==> config.mk <==
export PLATFORM = sky130hd
export DESIGN_NAME = two_wire_fifo_irq_status
export DESIGN_NICKNAME = d
export VERILOG_FILES = /design/src/two_wire_pkg.sv /design/src/byte_pair_fifo.sv /design/src/axil_reg_port.sv /design/src/two_wire_fifo_irq_status.sv
export SDC_FILE = /design/constraint.sdc
export NUM_CORES = 1
export LEC_CHECK = 0
export BUFFER_PORTS_ARGS = -buffer_cell sky130_fd_sc_hd__buf_2
export CAP_MARGIN = 20
export CORE_ASPECT_RATIO = 2
export CORE_UTILIZATION = 55
export CTS_CLUSTER_SIZE = 28
export DETAILED_ROUTE_END_ITERATION = 10
export PLACE_DENSITY = 0.76
export RECOVER_POWER = 25
export SKIP_CTS_REPAIR_TIMING = 1
export SYNTH_ARGS = -nofsm -noshare
export SYNTH_HDL_FRONTEND = slang
export SYNTH_SLANG_ARGS = --single-unit
==> constraint.sdc <==
create_clock -name core_clk -period 5 [get_ports core_clk]
set_clock_uncertainty 0.15 [all_clocks]
set_input_delay 1 -clock core_clk [delete_from_list [all_inputs] [get_ports core_clk]]
set_output_delay 1 -clock core_clk [all_outputs]
set_load 0.1 [all_outputs]
==> src/two_wire_pkg.sv <==
// Purpose: shared constants of the two-wire FIFO status and interrupt block
// Assumes: 32-bit AXI4-Lite register access, one word per register
// Notes: byte offsets are in the low address bits only
// Operation
// - Transmit level reads 00 empty, 01 one byte, 11 two bytes; 10 never.
// - Transmit level follows bus writes and shifter reads, both in one cycle.
// - Empty transmit buffer takes single or double writes without stalling.
// - One byte held: single write passes, double write stalls until empty.
// - Receive level reads 00 empty, 01 one byte, 11 two bytes; 10 never.
// - Receive level follows bus reads and shifter writes, both in one cycle.
// - One byte held: single read passes, double read stalls until full.
// - Full receive buffer allows single or double reads.
// - Latch bits stay set until software writes one to them.
// - Bit 0 sets on own slave address match starting a transfer.
// - Bit 1 sets when a slave transfer ends by stop or restart.
// - Bit 2 sets on stop or restart during slave data receive.
// - Bit 3 sets if bit 1 still set at next address acknowledge.
// - Bit 4 sets on master completion; bus released unless restart follows.
// - Bit 5 sets on master error; cause kept in master status.
// - Bit 6 sets on transmit level update to 01 or 00, or 00 only.
// - Bit 7 sets on receive level update to 01 or 11, or 11 only.
// - Each enable bit gates the latch bit in the same position.
// - Enable register accesses leave the latch register unchanged.
// - Transmit two-byte event select is bit 2 of FIFO control.
package two_wire_pkg;

	localparam int ADDR_W = 6;

	localparam logic [5:0] OFS_FIFO_CTL = 6'h00;
	localparam logic [5:0] OFS_FIFO_STATUS = 6'h04;
	localparam logic [5:0] OFS_IRQ_LATCH = 6'h08;
	localparam logic [5:0] OFS_IRQ_ENABLE = 6'h0C;
	localparam logic [5:0] OFS_MASTER_STATUS = 6'h10;
	localparam logic [5:0] OFS_TX_SINGLE = 6'h14;
	localparam logic [5:0] OFS_TX_DOUBLE = 6'h18;
	localparam logic [5:0] OFS_RX_SINGLE = 6'h1C;
	localparam logic [5:0] OFS_RX_DOUBLE = 6'h20;

	localparam int CTL_TX_FLUSH = 0;
	localparam int CTL_RX_FLUSH = 1;
	localparam int CTL_TX_TWO = 2;
	localparam int CTL_RX_TWO = 3;
	localparam int FIFO_TX_LSB = 0;
	localparam int FIFO_RX_LSB = 2;
	localparam int MSTAT_CAUSE_LSB = 1;

	localparam int SRC_SLAVE_START = 0;
	localparam int SRC_SLAVE_DONE = 1;
	localparam int SRC_SLAVE_FAULT = 2;
	localparam int SRC_SLAVE_OVERRUN = 3;
	localparam int SRC_MASTER_DONE = 4;
	localparam int SRC_MASTER_FAULT = 5;
	localparam int SRC_TX_SERVICE = 6;
	localparam int SRC_RX_SERVICE = 7;

	localparam logic [3:0] CTL_RESET = 4'h0;
	localparam logic [7:0] LATCH_RESET = 8'h00;
	localparam logic [7:0] ENABLE_RESET = 8'h00;
	localparam logic [4:0] MSTAT_RESET = 5'h00;

	localparam logic [1:0] LVL_EMPTY = 2'h0;
	localparam logic [1:0] LVL_ONE = 2'h1;
	localparam logic [1:0] LVL_FULL = 2'h3;

	localparam logic [1:0] RESP_OKAY = 2'h0;
	localparam logic [1:0] RESP_SLVERR = 2'h2;

endpackage

==> src/byte_pair_fifo.sv <==
// Purpose: two-byte buffer with level code and update pulse
// Assumes: single bytes travel in bits 7:0, pairs low byte first
// Notes: pushes beyond two bytes and pops from empty are dropped
`timescale 1ns/1ps

module byte_pair_fifo
	import two_wire_pkg::*;
(
	input wire logic core_clk,
	input wire logic sys_rst,
	input wire logic flush,
	input wire logic [1:0] pushCount,
	input wire logic [15:0] pushData,
	input wire logic [1:0] popCount,
	output logic [1:0] fillLevel,
	output logic [15:0] headData,
	output logic levelUpdate
);

	typedef struct packed
	{
		logic [1:0] count;
		logic [1:0] level;
		logic [15:0] bytes;
		logic upd;
	} fifo_state_t;

	fifo_state_t st_reg;
	fifo_state_t st_next;
	logic [1:0] kept;
	logic [2:0] total;

	always_comb
	begin
		st_next = st_reg;
		kept = (popCount >= st_reg.count) ? 2'h0 : 2'(st_reg.count - popCount);
		total = {1'b0, kept} + {1'b0, pushCount};
		// Survivors move to the front, new bytes go behind them
		if (kept == 2'h0)
			st_next.bytes = pushData;
		else if (kept == 2'h1)
			st_next.bytes = {pushData[7:0], (popCount == 2'h1) ? st_reg.bytes[15:8]
				: st_reg.bytes[7:0]};
		st_next.count = (total > 3'h2) ? 2'h2 : total[1:0];
		st_next.upd = (pushCount != 2'h0) || (popCount != 2'h0);
		if (flush)
		begin
			st_next.count = 2'h0;
			st_next.upd = (st_reg.count != 2'h0);
		end
		st_next.level = (st_next.count == 2'h2) ? LVL_FULL : st_next.count;
	end

	always_ff @(posedge core_clk or posedge sys_rst)
	begin
		if (sys_rst)
			st_reg <= '0;
		else
			st_reg <= st_next;
	end

	assign fillLevel = st_reg.level;
	assign headData = st_reg.bytes;
	assign levelUpdate = st_reg.upd;
endmodule

==> src/axil_reg_port.sv <==
// Purpose: AXI4-Lite slave that turns bus transfers into held register requests
// Assumes: the core answers a request with a done strobe, possibly after stalling
// Notes: one write and one read in flight; responses wait while the core stalls
`timescale 1ns/1ps

module axil_reg_port
	import two_wire_pkg::*;
#(
	parameter int AW = ADDR_W
)
(
	input wire logic core_clk,
	input wire logic sys_rst,
	input wire logic [AW-1:0] awaddr,
	input wire logic awvalid,
	output logic awready,
	input wire logic [31:0] wdata,
	input wire logic [3:0] wstrb,
	input wire logic wvalid,
	output logic wready,
	output logic [1:0] bresp,
	output logic bvalid,
	input wire logic bready,
	input wire logic [AW-1:0] araddr,
	input wire logic arvalid,
	output logic arready,
	output logic [31:0] rdata,
	output logic [1:0] rresp,
	output logic rvalid,
	input wire logic rready,
	output logic wrReq,
	output logic [AW-1:0] wrAddr,
	output logic [31:0] wrData,
	output logic [3:0] wrStrb,
	input wire logic wrDone,
	input wire logic wrErr,
	output logic rdReq,
	output logic [AW-1:0] rdAddr,
	input wire logic rdDone,
	input wire logic rdErr,
	input wire logic [31:0] rdValue
);

	if (AW < 6)
		$error("address too narrow for the register map");

	typedef struct packed
	{
		logic awHeld;
		logic wHeld;
		logic [AW-1:0] waddr;
		logic [31:0] wdat;
		logic [3:0] wstb;
		logic bv;
		logic [1:0] br;
		logic arHeld;
		logic [AW-1:0] raddr;
		logic rv;
		logic [1:0] rr;
		logic [31:0] rd;
		logic awr;
		logic wr;
		logic arr;
	} port_state_t;

	port_state_t st_reg;
	port_state_t st_next;

	assign wrReq = st_reg.awHeld && st_reg.wHeld && !st_reg.bv;
	assign rdReq = st_reg.arHeld && !st_reg.rv;

	always_comb
	begin
		st_next = st_reg;
		if (awvalid && st_reg.awr)
		begin
			st_next.awHeld = 1'b1;
			st_next.waddr = awaddr;
		end
		if (wvalid && st_reg.wr)
		begin
			st_next.wHeld = 1'b1;
			st_next.wdat = wdata;
			st_next.wstb = wstrb;
		end
		if (bvalid && bready)
			st_next.bv = 1'b0;
		if (wrReq && wrDone)
		begin
			st_next.bv = 1'b1;
			st_next.br = wrErr ? RESP_SLVERR : RESP_OKAY;
			st_next.awHeld = 1'b0;
			st_next.wHeld = 1'b0;
		end
		if (arvalid && st_reg.arr)
		begin
			st_next.arHeld = 1'b1;
			st_next.raddr = araddr;
		end
		if (rvalid && rready)
			st_next.rv = 1'b0;
		if (rdReq && rdDone)
		begin
			st_next.rv = 1'b1;
			st_next.rr = rdErr ? RESP_SLVERR : RESP_OKAY;
			st_next.rd = rdValue;
			st_next.arHeld = 1'b0;
		end
		st_next.awr = !st_next.awHeld && !st_next.bv;
		st_next.wr = !st_next.wHeld && !st_next.bv;
		st_next.arr = !st_next.arHeld && !st_next.rv;
	end

	always_ff @(posedge core_clk or posedge sys_rst)
	begin
		if (sys_rst)
			st_reg <= '0;
		else
			st_reg <= st_next;
	end

	assign awready = st_reg.awr;
	assign wready = st_reg.wr;
	assign bvalid = st_reg.bv;
	assign bresp = st_reg.br;
	assign arready = st_reg.arr;
	assign rvalid = st_reg.rv;
	assign rresp = st_reg.rr;
	assign rdata = st_reg.rd;
	assign wrAddr = st_reg.waddr;
	assign wrData = st_reg.wdat;
	assign wrStrb = st_reg.wstb;
	assign rdAddr = st_reg.raddr;

endmodule

==> src/two_wire_fifo_irq_status.sv <==
// Purpose: FIFO levels, stalls, sticky event latches and gated interrupt
// Assumes: engine inputs are same-clock pulses and levels from the shifters
// Notes: stalled buffer accesses hold the AXI response; no timeout exists
`timescale 1ns/1ps

module two_wire_fifo_irq_status
	import two_wire_pkg::*;
(
	input wire logic core_clk,
	input wire logic sys_rst,
	input wire logic [ADDR_W-1:0] awaddr,
	input wire logic awvalid,
	output logic awready,
	input wire logic [31:0] wdata,
	input wire logic [3:0] wstrb,
	input wire logic wvalid,
	output logic wready,
	output logic [1:0] bresp,
	output logic bvalid,
	input wire logic bready,
	input wire logic [ADDR_W-1:0] araddr,
	input wire logic arvalid,
	output logic arready,
	output logic [31:0] rdata,
	output logic [1:0] rresp,
	output logic rvalid,
	input wire logic rready,
	input wire logic txPop,
	output logic [7:0] txByte,
	output logic [1:0] txFillLevel,
	input wire logic rxPush,
	input wire logic [7:0] rxByteIn,
	output logic [1:0] rxFillLevel,
	input wire logic slaveAddrMatch,
	input wire logic slaveStopOrRestart,
	input wire logic slaveRxPhase,
	input wire logic masterDone,
	input wire logic masterRestartNext,
	input wire logic masterFault,
	input wire logic [4:0] masterFaultCause,
	output logic busRelease,
	output logic irqOut
);

	////////////////////////////////////////////////////////////////////////////////

	typedef struct packed
	{
		logic [7:0] latch;
		logic [7:0] mask;
		logic [3:0] ctl;
		logic [4:0] mstat;
		logic slaveActive;
		logic irq;
		logic busFree;
	} core_state_t;

	core_state_t st_reg;
	core_state_t st_next;

	logic wrReq;
	logic [ADDR_W-1:0] wrAddr;
	logic [31:0] wrData;
	logic [3:0] wrStrb;
	logic wrDone;
	logic wrErr;
	logic rdReq;
	logic [ADDR_W-1:0] rdAddr;
	logic rdDone;
	logic rdErr;
	logic [31:0] rdValue;

	logic [1:0] txPushCount;
	logic [15:0] txHead;
	logic txUpd;
	logic [1:0] rxPopCount;
	logic [15:0] rxHead;
	logic rxUpd;

	logic [7:0] latchSet;
	logic [7:0] latchClr;
	logic [4:0] mstatClr;
	logic txEvent;
	logic rxEvent;

	function automatic logic is_mapped(input logic [ADDR_W-1:0] a);
		is_mapped = (a == OFS_FIFO_CTL) || (a == OFS_FIFO_STATUS)
			|| (a == OFS_IRQ_LATCH) || (a == OFS_IRQ_ENABLE)
			|| (a == OFS_MASTER_STATUS) || (a == OFS_TX_SINGLE)
			|| (a == OFS_TX_DOUBLE) || (a == OFS_RX_SINGLE)
			|| (a == OFS_RX_DOUBLE);
	endfunction

	////////////////////////////////////////////////////////////////////////////////

	axil_reg_port u_port
	(
		.core_clk(core_clk),
		.sys_rst(sys_rst),
		.awaddr(awaddr),
		.awvalid(awvalid),
		.awready(awready),
		.wdata(wdata),
		.wstrb(wstrb),
		.wvalid(wvalid),
		.wready(wready),
		.bresp(bresp),
		.bvalid(bvalid),
		.bready(bready),
		.araddr(araddr),
		.arvalid(arvalid),
		.arready(arready),
		.rdata(rdata),
		.rresp(rresp),
		.rvalid(rvalid),
		.rready(rready),
		.wrReq(wrReq),
		.wrAddr(wrAddr),
		.wrData(wrData),
		.wrStrb(wrStrb),
		.wrDone(wrDone),
		.wrErr(wrErr),
		.rdReq(rdReq),
		.rdAddr(rdAddr),
		.rdDone(rdDone),
		.rdErr(rdErr),
		.rdValue(rdValue)
	);

	byte_pair_fifo u_tx_fifo
	(
		.core_clk(core_clk),
		.sys_rst(sys_rst),
		.flush(st_reg.ctl[CTL_TX_FLUSH]),
		.pushCount(txPushCount),
		.pushData(wrData[15:0]),
		.popCount({1'b0, txPop}),
		.fillLevel(txFillLevel),
		.headData(txHead),
		.levelUpdate(txUpd)
	);

	byte_pair_fifo u_rx_fifo
	(
		.core_clk(core_clk),
		.sys_rst(sys_rst),
		.flush(st_reg.ctl[CTL_RX_FLUSH]),
		.pushCount({1'b0, rxPush}),
		.pushData({8'h00, rxByteIn}),
		.popCount(rxPopCount),
		.fillLevel(rxFillLevel),
		.headData(rxHead),
		.levelUpdate(rxUpd)
	);

	assign txByte = txHead[7:0];

	////////////////////////////////////////////////////////////////////////////////

	// Write side: buffer writes may stall, register writes finish at once
	always_comb
	begin
		wrDone = 1'b0;
		wrErr = 1'b0;
		txPushCount = 2'h0;
		latchClr = 8'h00;
		mstatClr = 5'h00;
		if (wrReq)
		begin
			if (wrAddr == OFS_TX_SINGLE)
			begin
				if (txFillLevel != LVL_FULL)
				begin
					wrDone = 1'b1;
					txPushCount = 2'h1;
				end
			end
			else if (wrAddr == OFS_TX_DOUBLE)
			begin
				if (txFillLevel == LVL_EMPTY)
				begin
					wrDone = 1'b1;
					txPushCount = 2'h2;
				end
			end
			else if (wrAddr == OFS_IRQ_LATCH)
			begin
				wrDone = 1'b1;
				latchClr = wrStrb[0] ? wrData[7:0] : 8'h00;
			end
			else if (wrAddr == OFS_MASTER_STATUS)
			begin
				wrDone = 1'b1;
				mstatClr = wrStrb[0] ? wrData[MSTAT_CAUSE_LSB +: 5] : 5'h00;
			end
			else
			begin
				wrDone = 1'b1;
				wrErr = !is_mapped(wrAddr);
			end
		end
	end

	// Read side: buffer reads may stall, status reads have no side effect
	always_comb
	begin
		rdDone = 1'b0;
		rdErr = 1'b0;
		rdValue = 32'h0000_0000;
		rxPopCount = 2'h0;
		if (rdReq)
		begin
			rdDone = 1'b1;
			if (rdAddr == OFS_FIFO_CTL)
				rdValue[3:0] = st_reg.ctl;
			else if (rdAddr == OFS_FIFO_STATUS)
			begin
				rdValue[FIFO_TX_LSB +: 2] = txFillLevel;
				rdValue[FIFO_RX_LSB +: 2] = rxFillLevel;
			end
			else if (rdAddr == OFS_IRQ_LATCH)
				rdValue[7:0] = st_reg.latch;
			else if (rdAddr == OFS_IRQ_ENABLE)
				rdValue[7:0] = st_reg.mask;
			else if (rdAddr == OFS_MASTER_STATUS)
				rdValue[MSTAT_CAUSE_LSB +: 5] = st_reg.mstat;
			else if (rdAddr == OFS_RX_SINGLE)
			begin
				rdDone = (rxFillLevel != LVL_EMPTY);
				rxPopCount = rdDone ? 2'h1 : 2'h0;
				rdValue[7:0] = rxHead[7:0];
			end
			else if (rdAddr == OFS_RX_DOUBLE)
			begin
				rdDone = (rxFillLevel == LVL_FULL);
				rxPopCount = rdDone ? 2'h2 : 2'h0;
				rdValue[15:0] = rxHead;
			end
			else if (rdAddr == OFS_TX_SINGLE || rdAddr == OFS_TX_DOUBLE)
				rdValue = 32'h0000_0000;
			else
				rdErr = 1'b1;
		end
	end

	////////////////////////////////////////////////////////////////////////////////

	// Service events look at the new level in the same cycle as its update pulse
	assign txEvent = txUpd && (txFillLevel == LVL_EMPTY
		|| (txFillLevel == LVL_ONE && !st_reg.ctl[CTL_TX_TWO]));
	assign rxEvent = rxUpd && (rxFillLevel == LVL_FULL
		|| (rxFillLevel == LVL_ONE && !st_reg.ctl[CTL_RX_TWO]));

	always_comb
	begin
		latchSet = 8'h00;
		latchSet[SRC_SLAVE_START] = slaveAddrMatch;
		latchSet[SRC_SLAVE_DONE] = slaveStopOrRestart && st_reg.slaveActive;
		latchSet[SRC_SLAVE_FAULT] = slaveStopOrRestart && st_reg.slaveActive
			&& slaveRxPhase;
		// Overrun only flags; the new transfer is not held off
		latchSet[SRC_SLAVE_OVERRUN] = slaveAddrMatch
			&& st_reg.latch[SRC_SLAVE_DONE];
		latchSet[SRC_MASTER_DONE] = masterDone;
		latchSet[SRC_MASTER_FAULT] = masterFault;
		latchSet[SRC_TX_SERVICE] = txEvent;
		latchSet[SRC_RX_SERVICE] = rxEvent;
	end

	always_comb
	begin
		st_next = st_reg;
		// A new event beats a clear landing in the same cycle
		st_next.latch = (st_reg.latch & ~latchClr) | latchSet;
		st_next.mstat = (st_reg.mstat & ~mstatClr)
			| (masterFault ? masterFaultCause : 5'h00);
		if (wrReq && wrAddr == OFS_FIFO_CTL && wrStrb[0])
			st_next.ctl = wrData[3:0];
		if (wrReq && wrAddr == OFS_IRQ_ENABLE && wrStrb[0])
			st_next.mask = wrData[7:0];
		if (slaveAddrMatch)
			st_next.slaveActive = 1'b1;
		else if (slaveStopOrRestart)
			st_next.slaveActive = 1'b0;
		st_next.busFree = masterDone && !masterRestartNext;
		st_next.irq = |(st_next.latch & st_next.mask);
	end

	always_ff @(posedge core_clk or posedge sys_rst)
	begin
		if (sys_rst)
		begin
			st_reg.latch <= LATCH_RESET;
			st_reg.mask <= ENABLE_RESET;
			st_reg.ctl <= CTL_RESET;
			st_reg.mstat <= MSTAT_RESET;
			st_reg.slaveActive <= 1'b0;
			st_reg.irq <= 1'b0;
			st_reg.busFree <= 1'b0;
		end
		else
			st_reg <= st_next;
	end

	assign irqOut = st_reg.irq;
	assign busRelease = st_reg.busFree;
endmodule

**After elaboration in Yosys (flattened, before gate mapping)**

Cells that the tools add are included.

- Output and inout bits: 55
- Register bits: 143
- Logic and storage cells: 254
- Input bits: 76

- Bitwise logic cells: 7
- $lt $le $gt $ge: 4
- Muxes and demuxes: 115
- Add/sub/neg operators: 4
- Reductions and logical operators: 67
- Eq/ne operators: 25

Operator list:

| cell | number |
|---|---|
| 2-to-1 mux 32 bit | 9 |
| 2-to-1 mux 16 bit | 13 |
| 2-to-1 mux 8 bit | 11 |
| 2-to-1 mux 24 bit | 3 |
| 2-to-1 mux 28 bit | 2 |
| equality test 6 x 5 -> 1 bit, second input constant | 8 |
| 2-to-1 mux 2 bit | 24 |
| 2-to-1 mux 5 bit | 8 |
| 2-to-1 mux 1 bit | 39 |
| 2-to-1 mux 35 bit | 1 |
| 2-to-1 mux 26 bit | 1 |
| logical AND 1 bit | 25 |
| equality test 6 x 4 -> 1 bit, second input constant | 4 |
| nonzero test 2 bit | 10 |
| AND 8 bit | 2 |
| logical OR 1 bit | 13 |
| equality test 6 x 3 -> 1 bit, second input constant | 2 |
| equality test 6 bit, second input constant | 2 |
| zero test 6 bit | 2 |
| zero test 1 bit | 11 |
| equality test 2 x 1 -> 1 bit, second input constant | 5 |
| 2-to-1 mux 4 bit | 2 |
| inverter 8 bit | 1 |
| bitwise OR 8 bit | 1 |
| other kinds (17) | 23 |

**Logic depth before layout (Yosys ltp)**

Gate-level depths: netlist (run 1).

- Depth in word-level cells: 27
- Gate-level depth with buffers: 13
- Gate-level depth less buffers: 11

**Cells and area by module**

Synthesis (run 1) repeated with hierarchy kept, for this count alone.

- Cells, all modules: 713
- Area, all modules: 8409.3 µm²

By module, submodules not included:

| module | instances | seq. area each (µm²) | area an instance (µm²) | cells an instance |
|---|---|---|---|---|
| axil_reg_port | 1 | 2252.2 | 4191.5 | 285 |
| two_wire_fifo_irq_status | 1 | 700.7 | 1809.2 | 199 |
| byte_pair_fifo (u_tx_fifo) | 1 | 525.5 | 1213.7 | 114 |
| byte_pair_fifo (u_rx_fifo) | 1 | 525.5 | 1194.9 | 115 |

**Worst setup path after synthesis (run 1)**

OpenSTA, ideal clock, no wires.

- Kind: in2reg
- Start: input port txPop
- End: register u_tx_fifo.st_reg (netlist bit u_tx_fifo.fillLevel[0])
- Buffers on the path: 2
- Setup slack: 1.757 ns
- Cell stages on the path: 9
- Setup time: 0.130 ns
- Required time: 4.720 ns
- Data arrival time: 2.963 ns
- Cell sequence: ha_1 > ha_1 > a211o_1 > buf_2 > inv_1 > clkbuf_1 > fa_1 > nor2_1 > o21ai_0

RTL lines:

| item | line | RTL |
|---|---|---|
| start: declaration | two_wire_fifo_irq_status.sv:28 | `input wire logic txPop,` |
| end signal: assignment | byte_pair_fifo.sv:59 | `st_reg <= st_next;` |
| end: declaration | byte_pair_fifo.sv:28 | `fifo_state_t st_reg;` |

**Final worst setup path (run 1)**

- Start: register u_port.st_reg (netlist bit u_port.rdAddr[3])
- End: register u_rx_fifo.st_reg (netlist bit u_rx_fifo.headData[5])

- Longest elaborated chain between the ends: 14
- Elaborated cells between the ends (all ways): 25
- Those cells by class: 1 x add/sub; 1 x order compare; 8 x eq/ne; 10 x mux; 5 x reduce/logical

RTL lines:

| item | line | RTL |
|---|---|---|
| start: declaration | axil_reg_port.sv:66 | `port_state_t st_reg;` |
| start signal: assignment | axil_reg_port.sv:119 | `st_reg <= st_next;` |
| equality test 6 bit | two_wire_fifo_irq_status.sv:233 | `else if (rdAddr == OFS_RX_DOUBLE)` |
| 2-to-1 mux 2 bit | two_wire_fifo_irq_status.sv:233 |  |
| 2-to-1 mux 2 bit | two_wire_fifo_irq_status.sv:227 | `else if (rdAddr == OFS_RX_SINGLE)` |
| 2-to-1 mux 2 bit | two_wire_fifo_irq_status.sv:225 | `else if (rdAddr == OFS_MASTER_STATUS)` |
| 2-to-1 mux 2 bit | two_wire_fifo_irq_status.sv:223 | `else if (rdAddr == OFS_IRQ_ENABLE)` |
| 2-to-1 mux 2 bit | two_wire_fifo_irq_status.sv:221 | `else if (rdAddr == OFS_IRQ_LATCH)` |
| 2-to-1 mux 2 bit | two_wire_fifo_irq_status.sv:216 | `else if (rdAddr == OFS_FIFO_STATUS)` |
| 2-to-1 mux 2 bit * | two_wire_fifo_irq_status.sv:214 | `if (rdAddr == OFS_FIFO_CTL)` |
| 2-to-1 mux 2 bit * | two_wire_fifo_irq_status.sv:211 | `if (rdReq)` |
| subtractor 2 bit / >= comparator 2 bit (equally long branches) | byte_pair_fifo.sv:36 | `kept = (popCount >= st_reg.count) ? 2'h0 : 2'(st_reg.count - popCount);` |
| 2-to-1 mux 2 bit | byte_pair_fifo.sv:36 |  |
| equality test 2 x 1 -> 1 bit / zero test 2 bit (equally long branches) | byte_pair_fifo.sv:41, byte_pair_fifo.sv:39 |  |
| nonzero test 2 bit (no source line) | n/a |  |
| AND reduction 2 bit (no source line) | n/a |  |
| end signal: assignment | byte_pair_fifo.sv:59 |  |
| end: declaration | byte_pair_fifo.sv:28 |  |

Mark *: on every way between the ends. The rest lies on a longest branch, timed or not.
A chain may end at the register's enable or synchronous reset.

==> results.md, run 1 <==
* Status: complete, but fails checks
* Failing checks: max-capacitance violations, max-slew violations
* Worst-path clk slew at 0.05 ns
* Area leader, netlist: dfrtp_1
* CP required at 5.10 ns
* Cts bufs inserted at 17
* Worst-Skew Late Latency at 0.42 ns
* Area Overhead vs Synth at 14.2%
* Final setup TNS at 0 ns
* Max-cap violation count at 2
* Hold EP: u_port.arready
* GRT Residual Overflow at 0
* Initial core utilization at 56.3%
* Area of the die at 0.0115 mm2
* Worst path slowest cell: dfrtp_1
* Pre-antenna DRT Iters at 4
* Grt met2 use at 48.8%
* CP startpoint kind: flip-flop
* Min Tclk post-route at 3.90 ns
* Ratio of cells with drive above 1 in the final layout at 29.6%
* Clk sinks at 124
* CTS max path bufs at 2
* RSZ-0062 raised after global routing: false
* Headroom to the max-slew limit at -37.1%
* Vias in the first global route at 4559
* Ports at 131
* Top FF cell, synth: dfrtp_1
* DRT iter0 DRCs at 275
* Pin slew with the least headroom to its limit at 2.06 ns
* Placed Cells incl. Taps at 734
* Max reg flops at 26
* Port Buf Inserts at 93
* Die H at 151 um
* Max Fclk at 256 MHz
* Top-area cell type share of the netlist area at 51.0%
* CTS tree: built
* Filler cells at 879
* First-pass GRT wire length at 22400 um
* P per Cell Area at 753 mW/mm2
* Core Area at 0.0108 mm2
* Clock Root Buffer: clkbuf_16
* Worst flop-to-flop path endpoint: u_rx_fifo.headData[5]
* Wire per inst at 17.7 um
* Top-count cell post-synth: dfrtp_1
* Fin. max-slew vios at 86
* Arrival @ worst endpoint at 4.01 ns
* Total GRT Usage at 25.6%
* Critical path endpoint category: flip-flop
* Hold depth at 1
* Busiest layer in global routing: met2
* Die W at 76.4 um
* R2R Path Start: u_port.rdAddr[3]
* Drt drc at 0
* Initial antenna violation count at 0
* Vias per inst at 5.60
* Met3 Use GR at 5.52%
* Synth warnings at 0
* Overall power at 5.23 mW
* Post-Syn Area at 0.00609 mm2
* Synth unique cells at 63
* CP max stage delay at 0.61 ns
* Seq/Total Area, Yosys at 51.0%
* Worst-case reg-to-reg path depth at 9
* Final Cycle Share at 78.1%
* Post-Layout Cell Count at 765
* Post-synth ARST share at 100%
* Max Fanout on Critical Path at 20
* Final setup margin at 1.10 ns
* Detailed placement HPWL at 10100 um
* Ant diodes at 0
* DRT antenna net count at 0
* Final hold violation count at 0
* Routed WL at 13600 um
* Largest net degree at the start of global routing at 45
* Avg Inst Size Synth at 11.2 um2
* #FFs+latches synth at 124
* Synth area leaders: dfrtp_1 51%, mux2_2 7.8%, buf_4 6.0%, mux2i_1 4.8%, nand2_1 3.8%
* Peak supply drop at 0.000636 V
* Number of flops mapped to enable cells by yosys at 0
* Flop-to-flop setup slack at 1.10 ns
* Hold_sp: u_port.st_reg[44]
* Post-layout util at 64.3%
* # setup viols final at 0
* Net count, final at 699
* Register area at 0.00310 mm2
* Std-Cell Rows at 54
* Crit path cell chain: nor4b_4, and2_1, nand4_1, fa_1, nand3_1, inv_2, nor2_2, mux2i_1, o21ai_0
* Gate count of the mapped netlist at 545
* Vias at 4284
* Leakage power at 3.29 nW
* CTS H-tree depth at 4
* Top post-synthesis cells by count: 124 x dfrtp_1, 61 x nand2_1, 49 x buf_4
* Multi-input logic area at 0.00249 mm2
* Worst Hold Class: reg2reg
* Worst slack, placed at 1.12 ns
* Worst Path Class, Setup: reg2reg
* Routability Congestion at 0.871
* Grt met1 use at 25.2%
==> power by group <==
part           switching (mW)  internal (mW)  total [mW]  leakage, nW
combinational            1.57          0.645        2.22         1.50
sequential              0.384           1.39        1.78         1.50
clock                   0.427          0.808        1.23        0.295
total                    2.38           2.84        5.23         3.29
==> per-stage QoR <==
step / area, um2 / hold slack, ns
2_1_floorplan: 6150 / 0.269
3_3_place_gp: 6360 / 0.279
3_5_place_dp: 6360 / 0.297
4_1_cts: 6960 / 0.307
5_1_grt: 6950 / 0.341
6_report: 6950 / 0.305
==> worst max-delay path: cells and delay by family, from the launching register on <==
| kind | cells | cell delay, ns |
|---|---|---|
| AO/OA/AOI/OAI | 1 | 0.09 |
| adder cells (fa/ha/maj) | 1 | 0.51 |
| buffers and inverters | 1 | 0.19 |
| flip-flops | 1 | 0.61 |
| multiplexers | 1 | 0.26 |
| AND/OR/NAND/NOR | 5 | 1.92 |
==> cells by family (layout without fill, tap and decap cells) <==
group                      count (synthesis)  count (layout)  share of synthesized area [%]
and+or+nand+nor                          147             147                           12.8
DFF                                      124             124                           51.0
AOI/OAI and AO/OA                         93              93                           10.3
buffers and inverters                     90             153                           9.19
muxes                                     80              80                           14.3
adders and majority gates                 10              10                           2.30
other                                      1              18                         0.0616
==> layer usage <==
| metal | up-vias | wire length (um) |
|---|---|---|
| li1 | 2001 | - |
| met1 | 2104 | 4610 |
| met2 | 137 | 7840 |
| met3 | 42 | 550 |
| met4 | 0 | 560 |
| met5 | - | 0 |
==> how the worst max path moves through the flow <==
stage                            endpoint             start  slack [ns]  cells past startpoint
finish              u_rx_fifo.headData[5]  u_port.rdAddr[3]        1.10                      9
floorplan                      busRelease           sys_rst        0.55                      1
global placement    u_rx_fifo.headData[6]  u_port.rdAddr[3]        1.27                      9
CTS                 u_rx_fifo.headData[1]  u_port.rdAddr[3]        1.10                      9
global route                       irqOut           sys_rst        0.45                      3
detailed placement  u_rx_fifo.headData[1]  u_port.rdAddr[3]        1.12                      9
==> layout by cell type (no fill, tap or decap), types with 3 or more instances in the layout <==
master / n
inv_1: 23
nor2_2: 3
or2_2: 3
buf_4: 3
conb_1: 18
mux2i_1: 29
a22o_1: 7
clkbuf_16: 17
dfrtp_1: 124
nor2b_1: 4
and2_1: 5
clkbuf_1: 5
ha_1: 8
nand3_1: 11
nand2_1: 61
mux2_2: 42
clkbuf_8: 6
clkinv_2: 3
a32o_1: 4
nand4_1: 9
nor3b_1: 3
o22ai_1: 9
mux2_1: 7
nand2b_1: 6
buf_2: 91
nor4_1: 3
o32ai_1: 3
o21ai_0: 24
nor2_1: 21
a22oi_1: 5
a31oi_1: 4
a21o_1: 5
a21oi_1: 16
==> cell type report <==
class                      instances  share of cell area (%)
sequential                       124                    44.7
multi-input combinational        348                    35.8
clock buffer                      25                    7.42
timing repair buffer              97                    7.04
tap                              140                    2.52
inverter                          25                    1.37
clock inverter                     6                    1.19
Note: power is estimated with default switching activity, not from simulation.
==> run 2, diff against run 1 <==
--- a/config.mk
+++ b/config.mk
@@ -8,10 +8,10 @@
 export BUFFER_PORTS_ARGS = -buffer_cell sky130_fd_sc_hd__buf_2
 export CAP_MARGIN = 20
 export CORE_ASPECT_RATIO = 2
-export CORE_UTILIZATION = 55
+export CORE_UTILIZATION = 49
 export CTS_CLUSTER_SIZE = 28
 export DETAILED_ROUTE_END_ITERATION = 10
-export PLACE_DENSITY = 0.76
+export PLACE_DENSITY = 0.72
 export RECOVER_POWER = 25
 export SKIP_CTS_REPAIR_TIMING = 1
 export SYNTH_ARGS = -nofsm -noshare
==> constraint.sdc (replaced) <==
create_clock -name core_clk -period 3.45 [get_ports core_clk]
set_clock_uncertainty 0.15 [all_clocks]
set_input_delay 0.69 -clock core_clk [delete_from_list [all_inputs] [get_ports core_clk]]
set_output_delay 0.69 -clock core_clk [all_outputs]
set_load 0.1 [all_outputs]
==> results.md, run 2 (synthesis results as in run 1) <==
* Post-Layout Cell Count at 779
* Max Fclk at 328 MHz
* Ant diodes at 0
* Fin. max-slew vios at 125
* Cts bufs inserted at 17
* Ports at 131
* Ratio of cells with drive above 1 in the final layout at 30.9%
* Headroom to the max-slew limit at -13.0%
* Initial core utilization at 50.2%
* Net count, final at 705
* Max Fanout on Critical Path at 9
* DRT antenna net count at 0
* Final Cycle Share at 88.3%
* Max reg flops at 26
* Worst-path clk slew at 0.06 ns
* CP required at 3.57 ns
* Core Area at 0.0121 mm2
* Area Overhead vs Synth at 15.6%
* Failing checks: max-capacitance violations, max-slew violations
* Leakage power at 3.32 nW
* Final hold violation count at 0
* GRT Residual Overflow at 0
* Detailed placement HPWL at 10100 um
* Vias per inst at 5.48
* # setup viols final at 0
* CP bufs+invs at 2
* DRT iter0 DRCs at 224
* Most common cell after layout, fill and taps aside: dfrtp_1
* Routability Congestion at 0.860
* Vias in the first global route at 4571
* WHS at 0.268 ns
* CTS max path bufs at 2
* CP startpoint kind: flip-flop
* Worst slack, placed at 0.270 ns
* Std-Cell Rows at 57
* Worst Hold Class: in2reg
* Routed WL at 13600 um
* Clk sinks at 124
* CTS H-tree depth at 4
* Final setup TNS at 0 ns
* Placed Cells incl. Taps at 747
* Worst-Skew Late Latency at 0.41 ns
* Worst Path Class, Setup: reg2reg
* CTS tree: built
* Status: complete, but fails checks
* Peak supply drop at 0.000872 V
* Die W at 80.8 um
* Total GRT Usage at 23.1%
* Min Tclk post-route at 3.05 ns
* Vias at 4271
* RSZ-0062 raised after global routing: false
* Initial antenna violation count at 0
* Arrival @ worst endpoint at 3.17 ns
* Commonest cells after routing, fill and taps aside: 124 x dfrtp_1, 90 x buf_2, 61 x nand2_1
* Clock Root Buffer: clkbuf_16
* Final setup margin at 0.403 ns
* Pre-antenna DRT Iters at 4
* Critical path endpoint category: flip-flop
* Max-cap violation count at 1
* First-pass GRT wire length at 22300 um
* Drt drc at 0
* Cell family with most CP delay: simple AND/OR/NAND/NOR gates
* Worst path slowest cell: dfrtp_1
* Die H at 160 um
* Port Buf Inserts at 93
* Largest net degree at the start of global routing at 125
* Pin slew with the least headroom to its limit at 1.70 ns
* CP max stage delay at 0.53 ns
* Wire per inst at 17.5 um
* P per Cell Area at 1090 mW/mm2
* Area of the die at 0.0129 mm2
* Crit path cell chain: and4b_4, o2111a_1, ha_1, inv_1, fa_1, nand3_1, inv_2, nor2_4, mux2i_1, o21ai_0
## run 2: cell types whose count changed in the layout (fill, tap and decap cells not counted), sizes merged
cell and change:
clkinvlp +2, bufinv +1, inv +3, clkinv +3, clkbuf -7, buf +5
## run 2: final cells by class
class | count | area, um2
Fill cell | 1044 | 5090
Sequential cell | 124 | 3100
Multi-Input combinational cell | 348 | 2500
Timing Repair Buffer | 103 | 537
Clock buffer | 17 | 425
Clock inverter | 15 | 191
Tap cell | 147 | 184
Inverter | 25 | 97.6
## run 2: worst paths after layout
path | startpoint | to | slack [ns] | cells past startpoint
worst max-delay path | u_port.rdAddr[4] | u_rx_fifo.headData[2] | 0.40 | 10
worst min-delay path | masterRestartNext | busRelease | 0.27 | 2
worst max register to register | u_port.rdAddr[4] | u_rx_fifo.headData[2] | 0.40 | 10
worst min register to register | u_port.st_reg[44] | u_port.arready | 0.30 | 1
max in group asynchronous | sys_rst | u_port.wrData[8] | 1.33 | 3
min in group asynchronous | sys_rst | u_port.rvalid | 0.70 | 3
## run 2: worst register-to-register path, delay by kind of cell, from the launching register on
| kind | cells | cell delay, ns |
|---|---|---|
| adder cells (fa/ha/maj) | 2 | 0.59 |
| flip-flops | 1 | 0.53 |
| AO/OA/AOI/OAI | 2 | 0.37 |
| buffers and inverters | 2 | 0.18 |
| AND/OR/NAND/NOR | 3 | 0.82 |
| multiplexers | 1 | 0.26 |
## run 2: per-stage QoR
step / power, mW / instance area, um2 / util [%]
3_5_place_dp: 5.88 / 6420 / 53.0
3_3_place_gp: 5.75 / 6420 / 53.0
5_1_grt: 8.11 / 7030 / 58.0
6_report: 7.69 / 7030 / 58.0
4_1_cts: 7.74 / 7040 / 58.1
2_1_floorplan: 5.32 / 6150 / -
## run 2: routing by layer
layer | vias to the layer above | track usage (%) | part of all wire (%)
met5 | - | 0 | 0
met4 | 0 | 13.1 | 4.5
met3 | 37 | 5.56 | 3.7
met2 | 111 | 41.1 | 56
met1 | 2101 | 23.7 | 35
li1 | 2022 | - | -
## run 2: report_power, final
part / internal (mW) / switching, mW
logic: 0.985 / 2.32
clock network: 1.15 / 0.690
registers: 2.02 / 0.534
